**config.mk**
```make
export PLATFORM = sky130hd
export DESIGN_NAME = pff_fault_flags
export DESIGN_NICKNAME = d
export VERILOG_FILES = /design/src/rtl/pff_pkg.sv /design/src/rtl/pff_fault_flags.sv
export SDC_FILE = /design/constraint.sdc
export NUM_CORES = 1
export LEC_CHECK = 0
export BUFFER_PORTS_ARGS = -buffer_cell sky130_fd_sc_hd__buf_2
export CAP_MARGIN = 10
export CORE_MARGIN = 4
export CORE_UTILIZATION = 46
export DETAILED_ROUTE_END_ITERATION = 16
export PLACE_DENSITY = 0.85
export SYNTH_ARGS = -nofsm -noshare
export SYNTH_HDL_FRONTEND = slang
export SYNTH_SLANG_ARGS = --single-unit
```
**constraint.sdc**
```tcl
create_clock -name pclk -period 3.37 [get_ports pclk]
set_input_delay 0.674 -clock pclk [delete_from_list [all_inputs] [get_ports pclk]]
set_output_delay 0.674 -clock pclk [all_outputs]
set_load 0.02 [all_outputs]
```
**src/rtl/pff_pkg.sv**
```systemverilog
// Package of register offsets, field positions and reset values for the fault flag bank
package pff_pkg;
  // Register offsets (printed offsets are not all multiples of four, so they are indices)
  localparam logic [7:0] TEMP_CRIT_IDX = 8'hb4;  // Critical temperature flags
  localparam logic [7:0] TEMP_HOT_IDX = 8'hb5;  // Hot temperature flags
  localparam logic [7:0] OVERCURRENT_IDX = 8'hb6;  // Low-side FET overcurrent flags
  localparam logic [7:0] RAIL_FAULT2_IDX = 8'hb3;  // Second rail-fault flags
  localparam logic [7:0] IRQ_MASK_IDX = 8'hc0;  // Interrupt mask, one bit per register
  // Byte addresses are four times the index
  localparam logic [11:0] TEMP_CRIT_ADDR = {2'h0, TEMP_CRIT_IDX, 2'h0};
  localparam logic [11:0] TEMP_HOT_ADDR = {2'h0, TEMP_HOT_IDX, 2'h0};
  localparam logic [11:0] OVERCURRENT_ADDR = {2'h0, OVERCURRENT_IDX, 2'h0};
  localparam logic [11:0] RAIL_FAULT2_ADDR = {2'h0, RAIL_FAULT2_IDX, 2'h0};
  localparam logic [11:0] IRQ_MASK_ADDR = {2'h0, IRQ_MASK_IDX, 2'h0};
  // Implemented bits per register
  localparam logic [7:0] TEMP_MASK = 8'h1f;  // Bits 4..0
  localparam logic [7:0] RAIL_MASK = 8'h1f;  // Bits 4..0
  localparam logic [7:0] OC_MASK = 8'h07;  // Bits 2..0
  localparam logic [3:0] IRQ_MASK_BITS = 4'hf;  // One enable per flag register
  // Field positions, temperature registers
  localparam int REST_OF_DIE_BIT = 4;
  localparam int TERM_LDO_TEMP_BIT = 3;
  localparam int UPPER_RIGHT_BIT = 2;
  localparam int UPPER_LEFT_BIT = 1;
  localparam int LOWER_RIGHT_BIT = 0;
  // Field positions, rail-fault register
  localparam int AUX_LDO_ONE_BIT = 4;
  localparam int TERM_LDO_RAIL_BIT = 3;
  localparam int LOAD_SW_B_TWO_BIT = 2;
  localparam int LOAD_SW_B_ONE_BIT = 1;
  localparam int AUX_LDO_THREE_BIT = 0;
  // Field positions, overcurrent register
  localparam int CTRL_SIX_OC_BIT = 2;
  localparam int CTRL_TWO_OC_BIT = 1;
  localparam int CTRL_ONE_OC_BIT = 0;
  // Reset values
  localparam logic [7:0] FLAG_RESET = 8'h00;
  localparam logic [3:0] IRQ_MASK_RESET = 4'h0;
endpackage

```
**src/rtl/pff_fault_flags.sv**
```systemverilog
// Sticky fault flag register bank with APB slave and interrupt output
//
// Overview of operation
// - Rail-fault register bits 4..0 map five rails
// - Rail flag sticks until host writes one
// - Critical-temperature flags register at index b4
// - Critical bits: die, term LDO, corners
// - Temperature and overcurrent flags clear by write-one
// - Hot-temperature flags register at index b5
// - Hot bits placed like critical bits
// - Overcurrent flags register at index b6
// - Overcurrent bits: controllers six, two, one
// - All flag registers reset to zero
//
// The APB register port was decided locally.
module pff_fault_flags (
  input wire logic pclk,
  input wire logic presetn,
  input wire logic psel,
  input wire logic penable,
  input wire logic pwrite,
  input wire logic [11:0] paddr,
  input wire logic [31:0] pwdata,
  input wire logic [3:0] pstrb,
  output logic [31:0] prdata,
  output logic pready,
  output logic pslverr,
  output logic irq,
  // Critical temperature detectors
  input wire logic rest_of_die_critical,
  input wire logic termination_ldo_critical,
  input wire logic upper_right_critical,
  input wire logic upper_left_critical,
  input wire logic lower_right_critical,
  // Hot temperature detectors
  input wire logic rest_of_die_warm,
  input wire logic termination_ldo_warm,
  input wire logic upper_right_warm,
  input wire logic upper_left_warm,
  input wire logic lower_right_warm,
  // Low-side switch overcurrent detectors
  input wire logic controller_six_overcurrent,
  input wire logic controller_two_overcurrent,
  input wire logic controller_one_overcurrent,
  // Rail regulation-loss detectors
  input wire logic aux_ldo_one_fault,
  input wire logic termination_ldo_fault,
  input wire logic load_switch_b_two_fault,
  input wire logic load_switch_b_one_fault,
  input wire logic aux_ldo_three_fault
);

  // Flag registers and their next values
  logic [7:0] crit_r, crit_nxt;  // Critical temperature flags
  logic [7:0] hot_r, hot_nxt;  // Hot temperature flags
  logic [7:0] oc_r, oc_nxt;  // Overcurrent flags
  logic [7:0] rail_r, rail_nxt;  // Second rail-fault flags
  logic [3:0] mask_r;  // Interrupt enables: bit0 crit, 1 hot, 2 oc, 3 rail
  logic [7:0] crit_set, hot_set, oc_set, rail_set;  // Detector vectors
  logic [7:0] crit_clr, hot_clr, oc_clr, rail_clr;  // Write-one-clear vectors
  logic wr_acc;  // Write access phase
  logic rd_acc;  // Read access phase
  logic addr_ok;  // Address hits a mapped register
  logic [31:0] rd_mux;  // Read data selected by address
  logic [3:0] pend;  // Per-register pending summary

  // Gather detector inputs into register layouts
  always_comb begin
    crit_set = 8'h00;
    crit_set[pff_pkg::REST_OF_DIE_BIT] = rest_of_die_critical;
    crit_set[pff_pkg::TERM_LDO_TEMP_BIT] = termination_ldo_critical;
    crit_set[pff_pkg::UPPER_RIGHT_BIT] = upper_right_critical;
    crit_set[pff_pkg::UPPER_LEFT_BIT] = upper_left_critical;
    crit_set[pff_pkg::LOWER_RIGHT_BIT] = lower_right_critical;
    hot_set = 8'h00;
    hot_set[pff_pkg::REST_OF_DIE_BIT] = rest_of_die_warm;
    hot_set[pff_pkg::TERM_LDO_TEMP_BIT] = termination_ldo_warm;
    hot_set[pff_pkg::UPPER_RIGHT_BIT] = upper_right_warm;
    hot_set[pff_pkg::UPPER_LEFT_BIT] = upper_left_warm;
    hot_set[pff_pkg::LOWER_RIGHT_BIT] = lower_right_warm;
    oc_set = 8'h00;
    oc_set[pff_pkg::CTRL_SIX_OC_BIT] = controller_six_overcurrent;
    oc_set[pff_pkg::CTRL_TWO_OC_BIT] = controller_two_overcurrent;
    oc_set[pff_pkg::CTRL_ONE_OC_BIT] = controller_one_overcurrent;
    rail_set = 8'h00;
    rail_set[pff_pkg::AUX_LDO_ONE_BIT] = aux_ldo_one_fault;
    rail_set[pff_pkg::TERM_LDO_RAIL_BIT] = termination_ldo_fault;
    rail_set[pff_pkg::LOAD_SW_B_TWO_BIT] = load_switch_b_two_fault;
    rail_set[pff_pkg::LOAD_SW_B_ONE_BIT] = load_switch_b_one_fault;
    rail_set[pff_pkg::AUX_LDO_THREE_BIT] = aux_ldo_three_fault;
  end

  // Access phase qualifiers; slave always answers in the first access cycle
  assign wr_acc = psel && penable && pwrite;
  assign rd_acc = psel && penable && !pwrite;

  // Address decode for the mapped registers
  always_comb begin
    addr_ok = 1'b1;
    rd_mux = 32'h0000_0000;
    if (paddr == pff_pkg::TEMP_CRIT_ADDR) begin
      rd_mux = {24'h00_0000, crit_r};
    end else if (paddr == pff_pkg::TEMP_HOT_ADDR) begin
      rd_mux = {24'h00_0000, hot_r};
    end else if (paddr == pff_pkg::OVERCURRENT_ADDR) begin
      rd_mux = {24'h00_0000, oc_r};
    end else if (paddr == pff_pkg::RAIL_FAULT2_ADDR) begin
      rd_mux = {24'h00_0000, rail_r};
    end else if (paddr == pff_pkg::IRQ_MASK_ADDR) begin
      rd_mux = {28'h000_0000, mask_r};
    end else begin
      addr_ok = 1'b0;  // Unmapped: error answer, data zero
    end
  end

  // Clear vectors: only ones written through the low byte lane clear
  always_comb begin
    crit_clr = 8'h00;
    hot_clr = 8'h00;
    oc_clr = 8'h00;
    rail_clr = 8'h00;
    if (wr_acc && pstrb[0]) begin
      if (paddr == pff_pkg::TEMP_CRIT_ADDR) begin
        crit_clr = pwdata[7:0];
      end else if (paddr == pff_pkg::TEMP_HOT_ADDR) begin
        hot_clr = pwdata[7:0];
      end else if (paddr == pff_pkg::OVERCURRENT_ADDR) begin
        oc_clr = pwdata[7:0];
      end else if (paddr == pff_pkg::RAIL_FAULT2_ADDR) begin
        rail_clr = pwdata[7:0];
      end
    end
  end

  // Next values: set wins over clear, zero written keeps, reserved forced zero
  always_comb begin
    crit_nxt = ((crit_r & ~crit_clr) | crit_set) & pff_pkg::TEMP_MASK;
    hot_nxt = ((hot_r & ~hot_clr) | hot_set) & pff_pkg::TEMP_MASK;
    oc_nxt = ((oc_r & ~oc_clr) | oc_set) & pff_pkg::OC_MASK;
    rail_nxt = ((rail_r & ~rail_clr) | rail_set) & pff_pkg::RAIL_MASK;
  end

  // Sticky flag storage
  always_ff @(posedge pclk or negedge presetn) begin
    if (!presetn) begin
      crit_r <= pff_pkg::FLAG_RESET;
      hot_r <= pff_pkg::FLAG_RESET;
      oc_r <= pff_pkg::FLAG_RESET;
      rail_r <= pff_pkg::FLAG_RESET;
    end else begin
      crit_r <= crit_nxt;
      hot_r <= hot_nxt;
      oc_r <= oc_nxt;
      rail_r <= rail_nxt;
    end
  end

  // Interrupt mask register
  always_ff @(posedge pclk or negedge presetn) begin
    if (!presetn) begin
      mask_r <= pff_pkg::IRQ_MASK_RESET;
    end else if (wr_acc && pstrb[0] && paddr == pff_pkg::IRQ_MASK_ADDR) begin
      mask_r <= pwdata[3:0] & pff_pkg::IRQ_MASK_BITS;
    end
  end

  // APB answer registers: pready is a one-cycle pulse in the access phase
  always_ff @(posedge pclk or negedge presetn) begin
    if (!presetn) begin
      pready <= 1'b0;
      pslverr <= 1'b0;
      prdata <= 32'h0000_0000;
    end else begin
      pready <= psel && !penable;
      pslverr <= psel && !penable && !addr_ok;
      if (psel && !penable && !pwrite) begin
        prdata <= rd_mux;
      end
    end
  end

  // Per-register pending from the next flag state so irq tracks flags exactly
  assign pend = {|rail_nxt, |oc_nxt, |hot_nxt, |crit_nxt};

  // Level interrupt, high while any enabled register holds a flag
  always_ff @(posedge pclk or negedge presetn) begin
    if (!presetn) begin
      irq <= 1'b0;
    end else begin
      irq <= |(pend & mask_r);
    end
  end
endmodule

```
== After elaboration in Yosys (flattened, before gate mapping) ==
Cells that the tools add are included.
Storage, ports and cells
  register bits: 57
  latch bits: 0
  memory bits (writable): 0
  ROM bits: 0
  input port bits: 71
  output and inout bits: 35
  logic and storage cells: 66
  memories kept: 0
Cells by class
  add/subtract/negate cells: 0
  $mul: 0
  div/mod/pow operators: 0
  order comparisons: 0
  eq/ne operators: 5
  shift-type cells: 0
  mux-type cells: 24
  bitwise operators: 13
  reductions and logical operators: 15
Operators by type and width (count)
  two-way mux 32 bit: 2
  == test 12 x 10 -> 1 bit, second input constant: 5
  two-way mux 5 bit: 12
  AND 5 bit: 3
  NOT 5 bit: 3
  bitwise OR 5 bit: 3
  OR reduction 5 bit: 3
  two-way mux 3 bit: 4
  logical AND 1 bit: 7
  two-way mux 1 bit: 5
  AND 4 bit: 1
  two-way mux 4 bit: 1
  OR reduction 4 bit: 1
  AND 3 bit: 1
  zero test 1 bit: 3
  NOT 3 bit: 1
  bitwise OR 3 bit: 1
  OR reduction 3 bit: 1

== Longest topological paths before layout ==
  depth in word-level cells: 12
  mapped depth: 8
  depth with buffers taken out: 6

== Least setup slack after synthesis ==
No wires, ideal clock.
  path kind: input to register
  from: input paddr[5]
  to: register irq
  setup time: 138 ps
  arrival time: 2149 ps
  required time: 3232 ps
  slack: 1083 ps
  stages on the path: 7
  path buffers: 1
  cells stage by stage: nor4b_4 -> and4_1 -> buf_4 -> a41oi_2 -> or4_1 -> o21ai_1 -> nand4_1
Between the ends
  elaborated cells on any way between the ends: 36
  classes of those cells: eq/ne: 4; mux: 14; bitwise: 13; reduce/logical: 5
RTL lines
  start: declaration: line pff_fault_flags.sv:22  | input wire logic [11:0] paddr,
  == test 12 x 10 -> 1 bit: line pff_fault_flags.sv:123  | if (paddr == pff_pkg::TEMP_CRIT_ADDR) begin
  two-way mux 5 bit: line pff_fault_flags.sv:123
  two-way mux 5 bit: line pff_fault_flags.sv:122  | if (wr_acc && pstrb[0]) begin
  NOT 5 bit: line pff_fault_flags.sv:137  | crit_nxt = ((crit_r & ~crit_clr) | crit_set) & pff_pkg::TEMP_MASK;
  AND 5 bit: line pff_fault_flags.sv:137
  bitwise OR 5 bit: line pff_fault_flags.sv:137
  net crit_nxt[1]: line pff_fault_flags.sv:54  | logic [7:0] crit_r, crit_nxt;
  OR reduction 5 bit: line pff_fault_flags.sv:183  | assign pend = {|rail_nxt, |oc_nxt, |hot_nxt, |crit_nxt};
  AND 4 bit: line pff_fault_flags.sv:190  | irq <= |(pend & mask_r);
  OR reduction 4 bit: line pff_fault_flags.sv:190
  end signal: assignment: line pff_fault_flags.sv:190
  end: declaration: line pff_fault_flags.sv:28  | output logic irq,
The timed path passes the listed nets, and every way through them passes these cells.
A chain may end at the register's enable or synchronous reset.

== Worst setup path in the final report ==
Same ends and word-level chain as after synthesis.

==> flow_metrics.tcl <==
set metrics [dict create \
    routed_wl_um 3990 \
    drt_iter0_markers 121 \
    tritoncts "yes" \
    r2r_slack_ns 1.87 \
    syn-instance-count 187 \
    num_vias 1429 \
    maxCapViolations 0 \
    antenna_found_initial 0 \
    root_buffer "clkbuf_8" \
    regArea_um2 751 \
    critPathCaptureType "register" \
    final_layout_size_suffix_gt1_share_pct 25.8 \
    crit_family "simple AND/OR/NAND/NOR gates" \
    die-area_um2 4840 \
    finish.instance_area_um2 2030 \
    fin_cells 284 \
    path_cells "buf_2 -> nor4b_4 -> and4_1 -> a21oi_1 -> or4_1 -> o21ai_1 -> nand4_1" \
    vias_per_cell 5.03 \
    rsz0062_at_grt "false" \
    post_cts_buffers 0 \
    grt_pass1_wl_um 6440 \
    clkTransAtPathRegs_ns 0.07 \
    overflow 0 \
    cp-start-kind "input port" \
    synth_edf_count 0 \
    cts_max_path_buffers 2 \
    fin_crit_sh_pct 73.7 \
    leakage_nw 0.933 \
    grt_pass1_vias 1361 \
    fmax_ghz 0.403 \
    drt_first_pass_iters 4 \
    cts_resized 0 \
    ctsHoldBuffers 0 \
    worst_ep_required_time_ns 3.51 \
    fillers 339 \
    synth.top_cell.area_share_pct 43.0 \
    hold_path.class "in -> async" \
    final_nets 307 \
    worst_path_largest_cell_delay_ns 0.55 \
    synth_area_leaders "dfrtp_1 43%, buf_4 12%, nor2_1 3.9%, a21oi_1 3.4%, nand2_1 3.2%" \
    placed_area_um2 1910 \
    skew_ns 0.0103 \
    yosysWarnings 0 \
    vdd_ir_drop_max_uv 256 \
    grt_max_degree 31 \
    fin_crit_ns 2.48 \
    drv_slew 0 \
    initial_core_util_pct 47.6 \
    grt_usage_pct 17.1 \
    antennaDiodeCount 0 \
    wl_per_cell_um 14.1 \
    die_w_um 69.6 \
    drc_errors 0 \
    ys.flop_type "dfrtp_1" \
    numCtsBuffers 5 \
    dp_hpwl_um 3140 \
    io_pins 106 \
    worstSkewPairLatency_ns 0.29 \
    synthArstFlopShare_pct 100 \
    status "finished, final reports clean" \
    slew-limit-headroom_pct 55.8 \
    gp_congestion 0.905 \
    crit_slowest_cell "or4_1" \
    avgSynthCellArea_um2 9.33 \
    setup_viol 0 \
    synth_area_leader_cell "dfrtp_1" \
    portBuffers 48 \
    worst-path-buf-inv 1 \
    ys_seq_area_share_pct 43.0 \
    setup_tns_ns 0 \
    core-area_um2 3660 \
    numClockSinks 30 \
    drtAntennaViolNets 0 \
    dp.cells 277 \
    crit_type "in -> reg" \
    area_growth_pct 16.2 \
    path_max_fanout 8 \
    tightest_slew_ns 0.662 \
    synth_area_um2 1740 \
    power_density_nw_per_um2 404 \
    multi_input_comb_area_um2 833 \
    postSynthRegisterBits 30 \
    final_hold_viol_count 0 \
    synth_cell_types 37 \
    chipHeight_um 69.6 \
    cp_data_arrival_time_ns 2.63 \
    h-tree-depth 2 \
    std_cell_rows 22 \
]
worst reg2reg max path: cells and delay by family (launching register included):
family / cells / cell delay, ns
flip-flops: 1 / 0.40
AO/OA/AOI/OAI: 2 / 0.20
AND/OR/NAND/NOR: 3 / 0.78
report_power, final:
| part | leakage, nW | total, mW | internal [mW] | switching [mW] |
|---|---|---|---|---|
| Sequential | 0.323 | 0.362 | 0.362 | 0.000285 |
| Combinational | 0.552 | 0.0880 | 0.0258 | 0.0623 |
| Clock | 0.0573 | 0.368 | 0.236 | 0.132 |
| Total | 0.933 | 0.818 | 0.624 | 0.195 |
per-stage QoR:
| step | hold WS, ns | setup slack [ns] | power, mW | utilization [%] |
|---|---|---|---|---|
| finish | 0.409 | 0.886 | 0.818 | 55.4 |
| detailed placement | 0.467 | 0.604 | 0.456 | 52.3 |
| global route | 0.488 | 0.805 | 0.848 | 55.4 |
| CTS | 0.444 | 0.903 | 0.824 | 55.4 |
| global placement | 0.460 | 0.663 | 0.455 | 52.3 |
| floorplan | 0.378 | 1.08 | 0.439 | - |
layer usage:
metal / track usage, % / routed length [um] / part of all wire [%] / vias up
li1: - / - / - / 710
met1: 22.2 / 1730 / 43 / 646
met2: 26.6 / 1870 / 47 / 63
met3: 5.51 / 307 / 7.7 / 10
met4: 6.51 / 93 / 2.3 / 0
met5: 0 / 0 / 0 / -
layout make-up:
cell class,instances,share of cell area (%)
Clock buffer,6,4.07
Clock inverter,1,1.48
Inverter,6,1.11
Multi-Input combinational cell,144,41.1
Sequential cell,30,37.0
Tap cell,48,2.96
Timing Repair Buffer,49,12.2
cell families (layout without fill, tap and decap cells):
kind of cell / count (synthesis) / in the layout / share of synthesized area (%)
muxes: 7 / 7 / 4.30
DFF: 30 / 30 / 43.0
xor gates and xnor gates: 1 / 1 / 0.502
buffers and inverters: 39 / 62 / 14.8
other: 1 / 27 / 0.215
AOI/OAI and AO/OA: 38 / 38 / 14.0
and+or+nand+nor: 71 / 71 / 23.2
sequential cells by signal (all words and copies together), names as in the netlist:
name	cells
mask_r	4
oc_r	3
irq	1
pslverr	1
hot_r	5
crit_r	5
rail_r	5
pready	1
prdata	5
cell usage after synthesis, types with 5 or more instances:
cell type  count
dfrtp_1       30
nor3_1         6
o21ai_1        8
and4_1         5
nor2_1        18
inv_1          6
nand2_1       15
buf_4         29
a21oi_1       12
worst paths after layout:
kind                                          to  cells past startpoint                  start
setup / recovery                   irq$_DFF_PN0_                      7               paddr[5]
hold / removal                 pslverr$_DFF_PN0_                      1                presetn
setup reg to reg                   irq$_DFF_PN0_                      5    crit_r[3]$_DFF_PN0_
hold reg to reg            prdata[3]$_DFFE_PN0P_                      2  prdata[3]$_DFFE_PN0P_
max in group asynchronous    crit_r[3]$_DFF_PN0_                      1                presetn
min in group pclk          prdata[3]$_DFFE_PN0P_                      2  prdata[3]$_DFFE_PN0P_
cell usage in the layout (no fill, tap or decap), types with 3 or more instances in the layout:
cell type / n
a21oi_1: 12
a221oi_1: 4
and3b_1: 4
and4_1: 5
buf_2: 48
clkbuf_8: 6
conb_1: 27
dfrtp_1: 30
inv_1: 6
mux2_1: 4
mux2i_1: 3
nand2_1: 15
nand2b_1: 4
nand4_1: 4
nor2_1: 18
nor3_1: 6
o21ai_0: 4
o21ai_1: 8
o31ai_1: 3
No activity file was read; power rests on OpenSTA's default activity.
